**config.mk**
```make
export PLATFORM = sky130hd
export DESIGN_NAME = gpc_top
export DESIGN_NICKNAME = d
export VERILOG_FILES = /design/src/gpc_pkg.sv /design/src/gpc_top.sv /design/src/gpc_fsel.sv /design/src/gpc_port.sv
export SDC_FILE = /design/constraint.sdc
export NUM_CORES = 1
export LEC_CHECK = 0
export BUFFER_PORTS_ARGS = -buffer_cell sky130_fd_sc_hd__buf_2
export CAP_MARGIN = 10
export CORE_ASPECT_RATIO = 1.25
export CORE_MARGIN = 2
export CORE_UTILIZATION = 50
export CTS_BUF_LIST = sky130_fd_sc_hd__clkbuf_4 sky130_fd_sc_hd__clkbuf_8
export DETAILED_ROUTE_END_ITERATION = 8
export PLACE_DENSITY = 0.76
export SYNTH_ARGS = -nofsm -noshare
export SYNTH_HDL_FRONTEND = slang
export SYNTH_HIERARCHICAL = 1
export SYNTH_SLANG_ARGS = --single-unit
export TNS_END_PERCENT = 1
```
**constraint.sdc**
```tcl
create_clock -name clk_i -period 3.2 [get_ports clk_i]
set_input_delay 0.64 -clock clk_i [delete_from_list [all_inputs] [get_ports clk_i]]
set_output_delay 0.64 -clock clk_i [all_outputs]
set_load 0.03 [all_outputs]
```
**src/gpc_pkg.sv**
```systemverilog
/*
 * gpc_pkg: register map, field layout and reset values of the three-port
 * general-purpose I/O block.
 * assumes: a 32-bit classic Wishbone slave decodes byte addresses.
 */
package gpc_pkg;
	// ==========================================================
	// geometry
	localparam int GPC_PORTS = 3;
	localparam int GPC_PINS = 8;
	localparam int GPC_SEL_PINS = 7;
	// ==========================================================
	// byte addresses
	localparam logic [31:0] GPC_P1_FSEL = 32'hffff0d04;
	localparam logic [31:0] GPC_P2_FSEL = 32'hffff0d08;
	localparam logic [31:0] GPC_P0_DAT = 32'hffff0d20;
	localparam logic [31:0] GPC_P0_SET = 32'hffff0d24;
	localparam logic [31:0] GPC_P0_CLR = 32'hffff0d28;
	localparam logic [31:0] GPC_P1_DAT = 32'hffff0d30;
	localparam logic [31:0] GPC_P1_SET = 32'hffff0d34;
	localparam logic [31:0] GPC_P1_CLR = 32'hffff0d38;
	localparam logic [31:0] GPC_P2_DAT = 32'hffff0d40;
	localparam logic [31:0] GPC_P2_SET = 32'hffff0d44;
	localparam logic [31:0] GPC_P2_CLR = 32'hffff0d48;
	// ==========================================================
	// field positions
	localparam int GPC_DIR_LSB = 24;
	localparam int GPC_OUT_LSB = 16;
	localparam int GPC_RST_LSB = 8;
	localparam int GPC_IN_LSB = 0;
	localparam int GPC_FSEL_STRIDE = 4;
	localparam logic [31:0] GPC_FSEL_MASK = 32'h03333333;
	// ==========================================================
	// reset values
	localparam logic [31:0] GPC_FSEL_RST = 32'h00000000;
	localparam logic [7:0] GPC_DIR_RST = 8'h00;
	localparam logic [7:0] GPC_OUT_RST = 8'h00;
	localparam logic [31:0] GPC_ZERO = 32'h00000000;
endpackage

```
**src/gpc_top.sv**
```systemverilog
/*
 * gpc_top: three-port general-purpose I/O block behind a classic Wishbone
 * slave.
 * assumes: one clock, synchronous reset, pins already synchronous.
 */
`timescale 1ns/1ps
module gpc_top import gpc_pkg::*; (
	input wire logic clk_i,
	input wire logic rst_i,
	input wire logic cyc_i,
	input wire logic stb_i,
	input wire logic we_i,
	input wire logic [31:0] adr_i,
	input wire logic [3:0] sel_i,
	input wire logic [31:0] dat_i,
	output logic [31:0] dat_o,
	output logic ack_o,
	output logic err_o,
	input wire logic [GPC_PORTS*GPC_PINS-1:0] pin_i,
	output logic [GPC_PORTS*GPC_PINS-1:0] pin_o,
	output logic [GPC_PORTS*GPC_PINS-1:0] pin_oe_o,
	output logic [2*GPC_SEL_PINS-1:0] p1_func_o,
	output logic [2*GPC_SEL_PINS-1:0] p2_func_o
);
	// ==========================================================
	// address decode
	wire req = cyc_i & stb_i & ~ack_o & ~err_o;
	wire hit_f1 = adr_i == GPC_P1_FSEL;
	wire hit_f2 = adr_i == GPC_P2_FSEL;
	wire [2:0] hit_dat = {adr_i == GPC_P2_DAT, adr_i == GPC_P1_DAT,
		adr_i == GPC_P0_DAT};
	wire [2:0] hit_set = {adr_i == GPC_P2_SET, adr_i == GPC_P1_SET,
		adr_i == GPC_P0_SET};
	wire [2:0] hit_clr = {adr_i == GPC_P2_CLR, adr_i == GPC_P1_CLR,
		adr_i == GPC_P0_CLR};
	wire mapped = hit_f1 | hit_f2 | (|hit_dat) | (|hit_set) | (|hit_clr);
	// writes act once, in the cycle the request is taken
	wire wr = req & we_i & mapped;

	// ==========================================================
	// function select
	logic [31:0] f1_val;
	logic [31:0] f2_val;
	gpc_fsel u_f1 (
		.clk_i(clk_i),
		.rst_i(rst_i),
		.we_i(wr & hit_f1),
		.sel_i(sel_i),
		.wdata_i(dat_i),
		.value_o(f1_val),
		.func_o(p1_func_o)
	);
	gpc_fsel u_f2 (
		.clk_i(clk_i),
		.rst_i(rst_i),
		.we_i(wr & hit_f2),
		.sel_i(sel_i),
		.wdata_i(dat_i),
		.value_o(f2_val),
		.func_o(p2_func_o)
	);

	// ==========================================================
	// ports
	logic [31:0] port_dat [GPC_PORTS];
	genvar p;
	for (p = 0; p < GPC_PORTS; p++) begin : g_port
		gpc_port #(.PINS(GPC_PINS)) u_port (
			.clk_i(clk_i),
			.rst_i(rst_i),
			.dat_we_i(wr & hit_dat[p]),
			.set_we_i(wr & hit_set[p]),
			.clr_we_i(wr & hit_clr[p]),
			.sel_i(sel_i),
			.wdata_i(dat_i),
			.pin_i(pin_i[p*GPC_PINS +: GPC_PINS]),
			.pin_o(pin_o[p*GPC_PINS +: GPC_PINS]),
			.pin_oe_o(pin_oe_o[p*GPC_PINS +: GPC_PINS]),
			.dat_o(port_dat[p])
		);
	end

	// ==========================================================
	// read mux; set and clear read as zero
	wire [31:0] rd_val = hit_f1 ? f1_val :
		hit_f2 ? f2_val :
		hit_dat[0] ? port_dat[0] :
		hit_dat[1] ? port_dat[1] :
		hit_dat[2] ? port_dat[2] : GPC_ZERO;

	// ==========================================================
	// answer: one cycle after the request, unmapped gives err
	always_ff @(posedge clk_i) begin
		if (rst_i) begin
			ack_o <= 1'b0;
			err_o <= 1'b0;
			dat_o <= GPC_ZERO;
		end else begin
			ack_o <= req & mapped;
			err_o <= req & ~mapped;
			dat_o <= (req & ~we_i) ? rd_val : GPC_ZERO;
		end
	end

	a_ack_one_cycle: assert property (@(posedge clk_i) disable iff (rst_i)
		ack_o |=> !ack_o)
		else $error("ack held longer than one cycle");
	a_set_reads_zero: assert property (@(posedge clk_i) disable iff (rst_i)
		(req && !we_i && (|hit_set || |hit_clr)) |=> dat_o == GPC_ZERO)
		else $error("set or clear read not zero");
	a_fsel_read_zero: assert property (@(posedge clk_i) disable iff (rst_i)
		(req && !we_i && hit_f1) |=> (dat_o & ~GPC_FSEL_MASK) == '0)
		else $error("reserved select bits read non-zero");
endmodule // gpc_top

```
**src/gpc_fsel.sv**
```systemverilog
/*
 * gpc_fsel: one port function-select register, two bits per pin.
 * assumes: the caller decodes the address and qualifies the write strobe.
 */
`timescale 1ns/1ps
module gpc_fsel import gpc_pkg::*; (
	input wire logic clk_i,
	input wire logic rst_i,
	input wire logic we_i,
	input wire logic [3:0] sel_i,
	input wire logic [31:0] wdata_i,
	output logic [31:0] value_o,
	output logic [2*GPC_SEL_PINS-1:0] func_o
);
	// ==========================================================
	// storage
	logic [31:0] fsel;
	wire [31:0] lane_mask = {{8{sel_i[3]}}, {8{sel_i[2]}},
		{8{sel_i[1]}}, {8{sel_i[0]}}};
	wire [31:0] next_fsel = ((fsel & ~lane_mask) | (wdata_i & lane_mask))
		& GPC_FSEL_MASK;

	always_ff @(posedge clk_i) begin
		if (rst_i)
			fsel <= GPC_FSEL_RST;
		else if (we_i)
			fsel <= next_fsel;
	end

	assign value_o = fsel;
	// ==========================================================
	// pin n sits at bits 4n+1:4n
	genvar n;
	for (n = 0; n < GPC_SEL_PINS; n++) begin : g_pin
		assign func_o[2*n +: 2] = fsel[GPC_FSEL_STRIDE*n +: 2];
	end

	a_fsel_reserved_zero: assert property (@(posedge clk_i) disable iff (rst_i)
		(fsel & ~GPC_FSEL_MASK) == GPC_ZERO)
		else $error("reserved select bits not zero");
endmodule // gpc_fsel

```
**src/gpc_port.sv**
```systemverilog
/*
 * gpc_port: direction, output data and reset snapshot of one 8-pin port.
 * assumes: set, clear and data writes arrive as one-cycle strobes.
 */
`timescale 1ns/1ps
module gpc_port import gpc_pkg::*; #(
	parameter int PINS = GPC_PINS
) (
	input wire logic clk_i,
	input wire logic rst_i,
	input wire logic dat_we_i,
	input wire logic set_we_i,
	input wire logic clr_we_i,
	input wire logic [3:0] sel_i,
	input wire logic [31:0] wdata_i,
	input wire logic [PINS-1:0] pin_i,
	output logic [PINS-1:0] pin_o,
	output logic [PINS-1:0] pin_oe_o,
	output logic [31:0] dat_o
);
	// ==========================================================
	// state
	logic [PINS-1:0] dir;
	logic [PINS-1:0] dout;
	logic [PINS-1:0] snap;
	logic [PINS-1:0] din;
	logic was_rst;

	wire [PINS-1:0] w_dir = wdata_i[GPC_DIR_LSB +: PINS];
	wire [PINS-1:0] w_out = wdata_i[GPC_OUT_LSB +: PINS];
	wire dir_lane = dat_we_i & sel_i[3];
	wire out_lane = sel_i[2];
	// a write of 0 to set or clear leaves the bit alone
	wire [PINS-1:0] set_m = (set_we_i & out_lane) ? w_out : '0;
	wire [PINS-1:0] clr_m = (clr_we_i & out_lane) ? w_out : '0;
	wire [PINS-1:0] base_out = (dat_we_i & out_lane) ? w_out : dout;
	wire [PINS-1:0] next_dout = (base_out | set_m) & ~clr_m;

	always_ff @(posedge clk_i) begin
		if (rst_i) begin
			dir <= GPC_DIR_RST;
			dout <= GPC_OUT_RST;
		end else begin
			if (dir_lane)
				dir <= w_dir;
			dout <= next_dout;
		end
	end

	// pins are caught on the first edge after reset is released
	always_ff @(posedge clk_i) begin
		was_rst <= rst_i;
		din <= pin_i;
		if (was_rst && !rst_i)
			snap <= pin_i;
	end

	assign pin_o = dout;
	assign pin_oe_o = dir;
	assign dat_o = {dir, dout, snap, din};

	a_set_drives_high: assert property (@(posedge clk_i) disable iff (rst_i)
		(set_we_i && out_lane && !clr_we_i) |=> ((pin_o & $past(w_out))
		== $past(w_out)))
		else $error("set write did not raise output");
	a_clr_drives_low: assert property (@(posedge clk_i) disable iff (rst_i)
		(clr_we_i && out_lane) |=> ((pin_o & $past(w_out)) == '0))
		else $error("clear write did not lower output");
	a_idle_out_holds: assert property (@(posedge clk_i) disable iff (rst_i)
		!(dat_we_i || set_we_i || clr_we_i) |=> $stable(pin_o))
		else $error("output changed without a write");
	a_dir_follows: assert property (@(posedge clk_i) disable iff (rst_i)
		dir_lane |=> pin_oe_o == $past(w_dir))
		else $error("direction not taken");
	a_input_sampled: assert property (@(posedge clk_i) disable iff (rst_i)
		1'b1 |=> dat_o[GPC_IN_LSB +: PINS] == $past(pin_i))
		else $error("input field not one cycle behind pins");
	a_snap_stable: assert property (@(posedge clk_i) disable iff (rst_i)
		!was_rst |=> $stable(snap))
		else $error("reset snapshot moved");
endmodule // gpc_port

```
* After elaboration in Yosys (flattened, before gate mapping)
Index checks and enable logic that the tools add are counted.
** Operators by class
- Equal/unequal tests :: 11
- Bitwise logic cells :: 55
- Muxes and demuxes :: 14
- Reduce and logical (&&, ||, !) cells :: 7
** Operators with widths (number)
- $eq A32 B32 Y1 const B :: 11
- $mux W32 :: 3
- $and A26 B26 Y26 :: 3
- $mux W8 :: 9
- $mux W26 :: 2
- $or A26 B26 Y26 :: 2
- $and A1 B1 Y1 :: 31
- $not A26 Y26 :: 1
- $and A8 B8 Y8 :: 3
- $not A8 Y8 :: 3
- $or A8 B8 Y8 :: 3
- $reduce_or A3 Y1 :: 3
- $not A1 Y1 :: 5
- $or A1 B1 Y1 :: 4
- $reduce_or A4 Y1 :: 1
- $reduce_or A2 Y1 :: 1
- $logic_and A1 B1 Y1 :: 1
- $logic_not A1 Y1 :: 1
** Word-level totals
- Bits in registers :: 159
- Output and inout bits :: 110
- Input port bits :: 97

* Depth between registers and ports, before layout
- Word-level depth :: 11
- Gate-level depth with buffers :: 9
- Depth with buffers taken out :: 6

* Cells and area by module
The synthesis kept the hierarchy.
** By module, submodules not included
- gpc_port :: cells each 110, area each 1376.3 um^2, instances 3
- gpc_top :: cells each 284, area each 2288.4 um^2, instances 1
- gpc_fsel :: cells each 96, area each 875.8 um^2, instances 2

* Least setup slack after synthesis
Ideal clock, no wire load.
- Path kind :: input to register
- From :: in adr_i[15]
- To :: reg g_port[2].u_port.dout[2]
- Library setup time :: 86 ps
- Data arrival time :: 2375 ps
- Slack :: 739 ps
- Buffers on the path :: 2
- Stages on the path :: 8
- Data required time :: 3114 ps
- Cell sequence :: nand4bb_1 > nor4_2 > nand4_1 > buf_2 > nor3_1 > buf_2 > o211ai_1 > a221oi_2
** On the way
- Cells in the longest elaborated chain, start to end :: 11
- Elaborated cells on any way between the ends :: 31
** RTL lines
- start, declared :: line gpc_top.sv:13 : input wire logic [31:0] adr_i,
- $eq A32 B32 Y1 (on tied branches)
- $reduce_or A3 Y1 or $or A1 B1 Y1 (tied branches) :: line gpc_top.sv:36 : wire mapped = hit_f1 | hit_f2 | (|hit_dat) | (|hit_set) | (|hit_clr);
- $or A1 B1 Y1 (3 in series) :: line gpc_top.sv:36
- $and A1 B1 Y1 :: line gpc_top.sv:38 : wire wr = req & we_i & mapped;
- $and A1 B1 Y1 (on tied branches) :: line gpc_top.sv:71, gpc_top.sv:72, gpc_top.sv:73
- $and A1 B1 Y1 (on tied branches) :: line gpc_port.sv:36, gpc_port.sv:34, gpc_port.sv:35
- $mux W8 (on tied branches) :: line gpc_port.sv:36, gpc_port.sv:34, gpc_port.sv:35
- $or A8 B8 Y8 or $not A8 Y8 (tied branches) :: line gpc_port.sv:37 : wire [PINS-1:0] next_dout = (base_out | set_m) & ~clr_m;
- $and A8 B8 Y8 * :: line gpc_port.sv:37
- end signal, assigned :: line gpc_port.sv:46 : dout <= next_dout;
- end, declared :: line gpc_port.sv:24 : logic [PINS-1:0] dout;
Mark *: on every way between the ends. The rest lies on a longest branch, timed or not.
A chain may end at the register's enable or synchronous reset.

* Worst setup path after layout
- From :: in adr_i[15]
- To :: reg g_port[0].u_port.dout[6]
** On the way
- Cells in the longest elaborated chain, start to end :: 11
- Elaborated cells on any way between the ends :: 31
** RTL lines (line)
- $eq A32 B32 Y1 (on tied branches)
- $reduce_or A3 Y1 or $or A1 B1 Y1 (tied branches) :: gpc_top.sv:36
- $or A1 B1 Y1 (3 in series) :: gpc_top.sv:36
- $and A1 B1 Y1 :: gpc_top.sv:38
- $and A1 B1 Y1 (on tied branches) :: gpc_top.sv:71, gpc_top.sv:72, gpc_top.sv:73
- $and A1 B1 Y1 (on tied branches) :: gpc_port.sv:36, gpc_port.sv:34, gpc_port.sv:35
- $mux W8 (on tied branches) :: gpc_port.sv:36, gpc_port.sv:34, gpc_port.sv:35
- $or A8 B8 Y8 or $not A8 Y8 (tied branches) :: gpc_port.sv:37
- $and A8 B8 Y8 * :: gpc_port.sv:37
- end signal, assigned :: gpc_port.sv:46
- end, declared :: gpc_port.sv:24
Marked as above.

==> run summary <==
status -> finished clean
worst relative slew slack -> 0.355
GR Util All Layers -> 0.240
Critical Path Sink Type -> flip-flop
Netlist cell types -> 43
placed cells -> 1086
Finish-stage setup viols -> 0
Post CTS Setup Buffer Count -> 0
ys async rst share -> 0
Final min period -> 2.32 ns
hold buffer count at cts -> 0
Post-DP HPWL -> 14.0 mm
# H-tree levels -> 4
crit path max fanout -> 11
Max Cap Viol -> 0
Routed WL per cell -> 18.8 µm
Post-Route WL -> 21.0 mm
DR DRC count -> 0
port bufs -> 198
Fmax -> 431 MHz
filler instances -> 1431
Num CTS Buffers -> 17
layout cells sized above 1 -> 0.387
Final Hold Fails -> 0
Initial Util -> 0.508
RSZ-0062 raised after global routing -> false
Final Non-Filler Cells -> 1119
Initial DRT Pass Iterations -> 4
Routed Antenna Nets -> 0
crit path launch -> adr_i[15]
Yosys reg bits -> 161
total gr overflow -> 0
Root Buffer -> clkbuf_8
reg-to-reg startpoint -> ack_o
worst slack at placement -> 0.415 ns
DR vias/cell -> 5.63
die area -> 17400 µm²
die width -> 118 µm
Worst-Skew Late Latency -> 0.45 ns
crit path DAT -> 2.70 ns
Worst Hold Class -> input pin to flip-flop
top_reg_cell synth -> dfxtp_1
Syn Area/Cell -> 10.1 µm²
clock-pin slew on the worst setup and hold paths -> 0.09 ns
crit path kind -> input pin to flip-flop
CTS tree -> yes
DR vias -> 6296
height of the die -> 147 µm
core outline area -> 16100 µm²
Final WS setup -> 0.879 ns
Cell Pwr Density -> 436 nW/µm²
synthesized instance count -> 806
I/O pins -> 207
required time of the critical path -> 3.58 ns
post-route cell area -> 8850 µm²
sequential-to-total area share from yosys stat -> 0.424
# clock sinks -> 161
Layout Nets -> 986
Peak VDD IR -> 492 µV
Mapped Area -> 8170 µm²
leading cell types in the layout, fill and taps excluded -> buf_2 (197), dfxtp_1 (137), nand3_1 (53), a21bo_2 (46), a21oi_1 (40)
CTS max path bufs -> 2
Final period util -> 0.725
Setup TNS Final -> 0 ns
Critical Path Start Type -> input pin
commonest non-fill, non-tap cell in the layout -> buf_2
minimum hold slack -> 0.301 ns
global-route wire length before repair -> 32.6 mm
Placer Congestion -> 0.863
EDFF count, synth -> 24
Post-DP Area -> 8450 µm²
Slew Limit Fails -> 0
DRT iter0 DRCs -> 433
Leakage -> 0.00347 µW
vias in the first global route -> 6120
largest net degree at the start of global routing -> 58
Clock Skew -> 0.0172 ns
min-delay src -> pin_i[0]
Area growth syn-to-layout -> 8.38%
Ys Warns -> 6
post-CTS sizing -> 0
Core Rows -> 52
Slew @ Worst Pin -> 0.965 ns
antenna violations before repair -> 1
[power by group]
part           total, µW  switching, µW  internal [µW]  leakage [µW]
sequential          2090           8.09           2080       0.00134
combinational        247            170           77.1       0.00193
clock               1520            793            726      0.000201
[cell usage after synthesis (2+ instances only)]
cell type,count,area share
a21bo_1,30,0.037
a21bo_2,46,0.056
a21oi_1,40,0.025
a21oi_2,12,0.013
a221oi_2,24,0.044
a22oi_1,32,0.029
and2_4,3,0.0032
buf_1,3,0.0014
buf_2,23,0.014
buf_4,120,0.11
buf_6,20,0.028
clkbuf_1,24,0.011
clkbuf_2,3,0.0018
conb_1,2,0.00092
dfxtp_1,137,0.34
edfxtp_1,24,0.088
nand2_1,38,0.017
nand2b_1,3,0.0023
nand3_1,53,0.032
nand4_1,4,0.0031
nand4bb_1,2,0.0028
nor2_1,10,0.0046
nor2b_1,4,0.0031
nor3_1,11,0.0067
nor4_1,2,0.0015
o2111a_1,32,0.044
o2111ai_1,2,0.0021
o211ai_1,24,0.022
o21ai_0,25,0.015
o21ai_1,8,0.0049
o22ai_1,32,0.025
or3_1,2,0.0015
[worst max-delay path, cell delays in order]
cell	delay [ns]
buf_2	0.09
nand4bb_1	0.19
nor4_2	0.41
nand4_1	0.14
buf_4	0.20
nor2_2	0.38
buf_4	0.24
o211ai_1	0.12
a221oi_2	0.27
[layer usage]
metal | global-route usage | vias to the layer above | routed length [µm]
li1 | - | 3023 | -
met1 | 0.279 | 3007 | 8560
met2 | 0.416 | 221 | 10600
met3 | 0.0536 | 45 | 1150
met4 | 0.114 | 0 | 752
met5 | 0 | - | 0
[area by class of cell]
class	count	area, µm²	share of cell area
diodes	1	2.50	0.000283
flip-flops and latches	161	3460	0.391
multi-input cells	486	3510	0.397
well taps	216	270	0.0305
repair buffers	223	1210	0.136
clock inverters	14	153	0.0172
clock buffers	18	248	0.0280
[kinds of logic after synthesis]
kind of cell,after synthesis,synth area share
simple gates,142,0.0908
buf+inv,193,0.166
other cells,2,0.000919
compound gates,307,0.317
flops,161,0.424
xor+xnor,1,0.00107
[stage by stage]
stage | power, µW | util
floorplan | 2300 | -
global placement | 2380 | 0.526
detailed placement | 2380 | 0.526
CTS | 3890 | 0.551
global route | 3990 | 0.551
finish | 3860 | 0.551
[worst paths after layout]
check | endpoint | slack [ns] | cells past startpoint
worst max-delay path | g_port[0].u_port/pin_o[6] | 0.88 | 9
worst min-delay path | g_port[0].u_port/din[0] | 0.30 | 1
worst max register to register | g_port[0].u_port/pin_o[6] | 1.12 | 7
worst min register to register | dat_o[5] | 0.52 | 1
(Power assumes the default switching activity.)
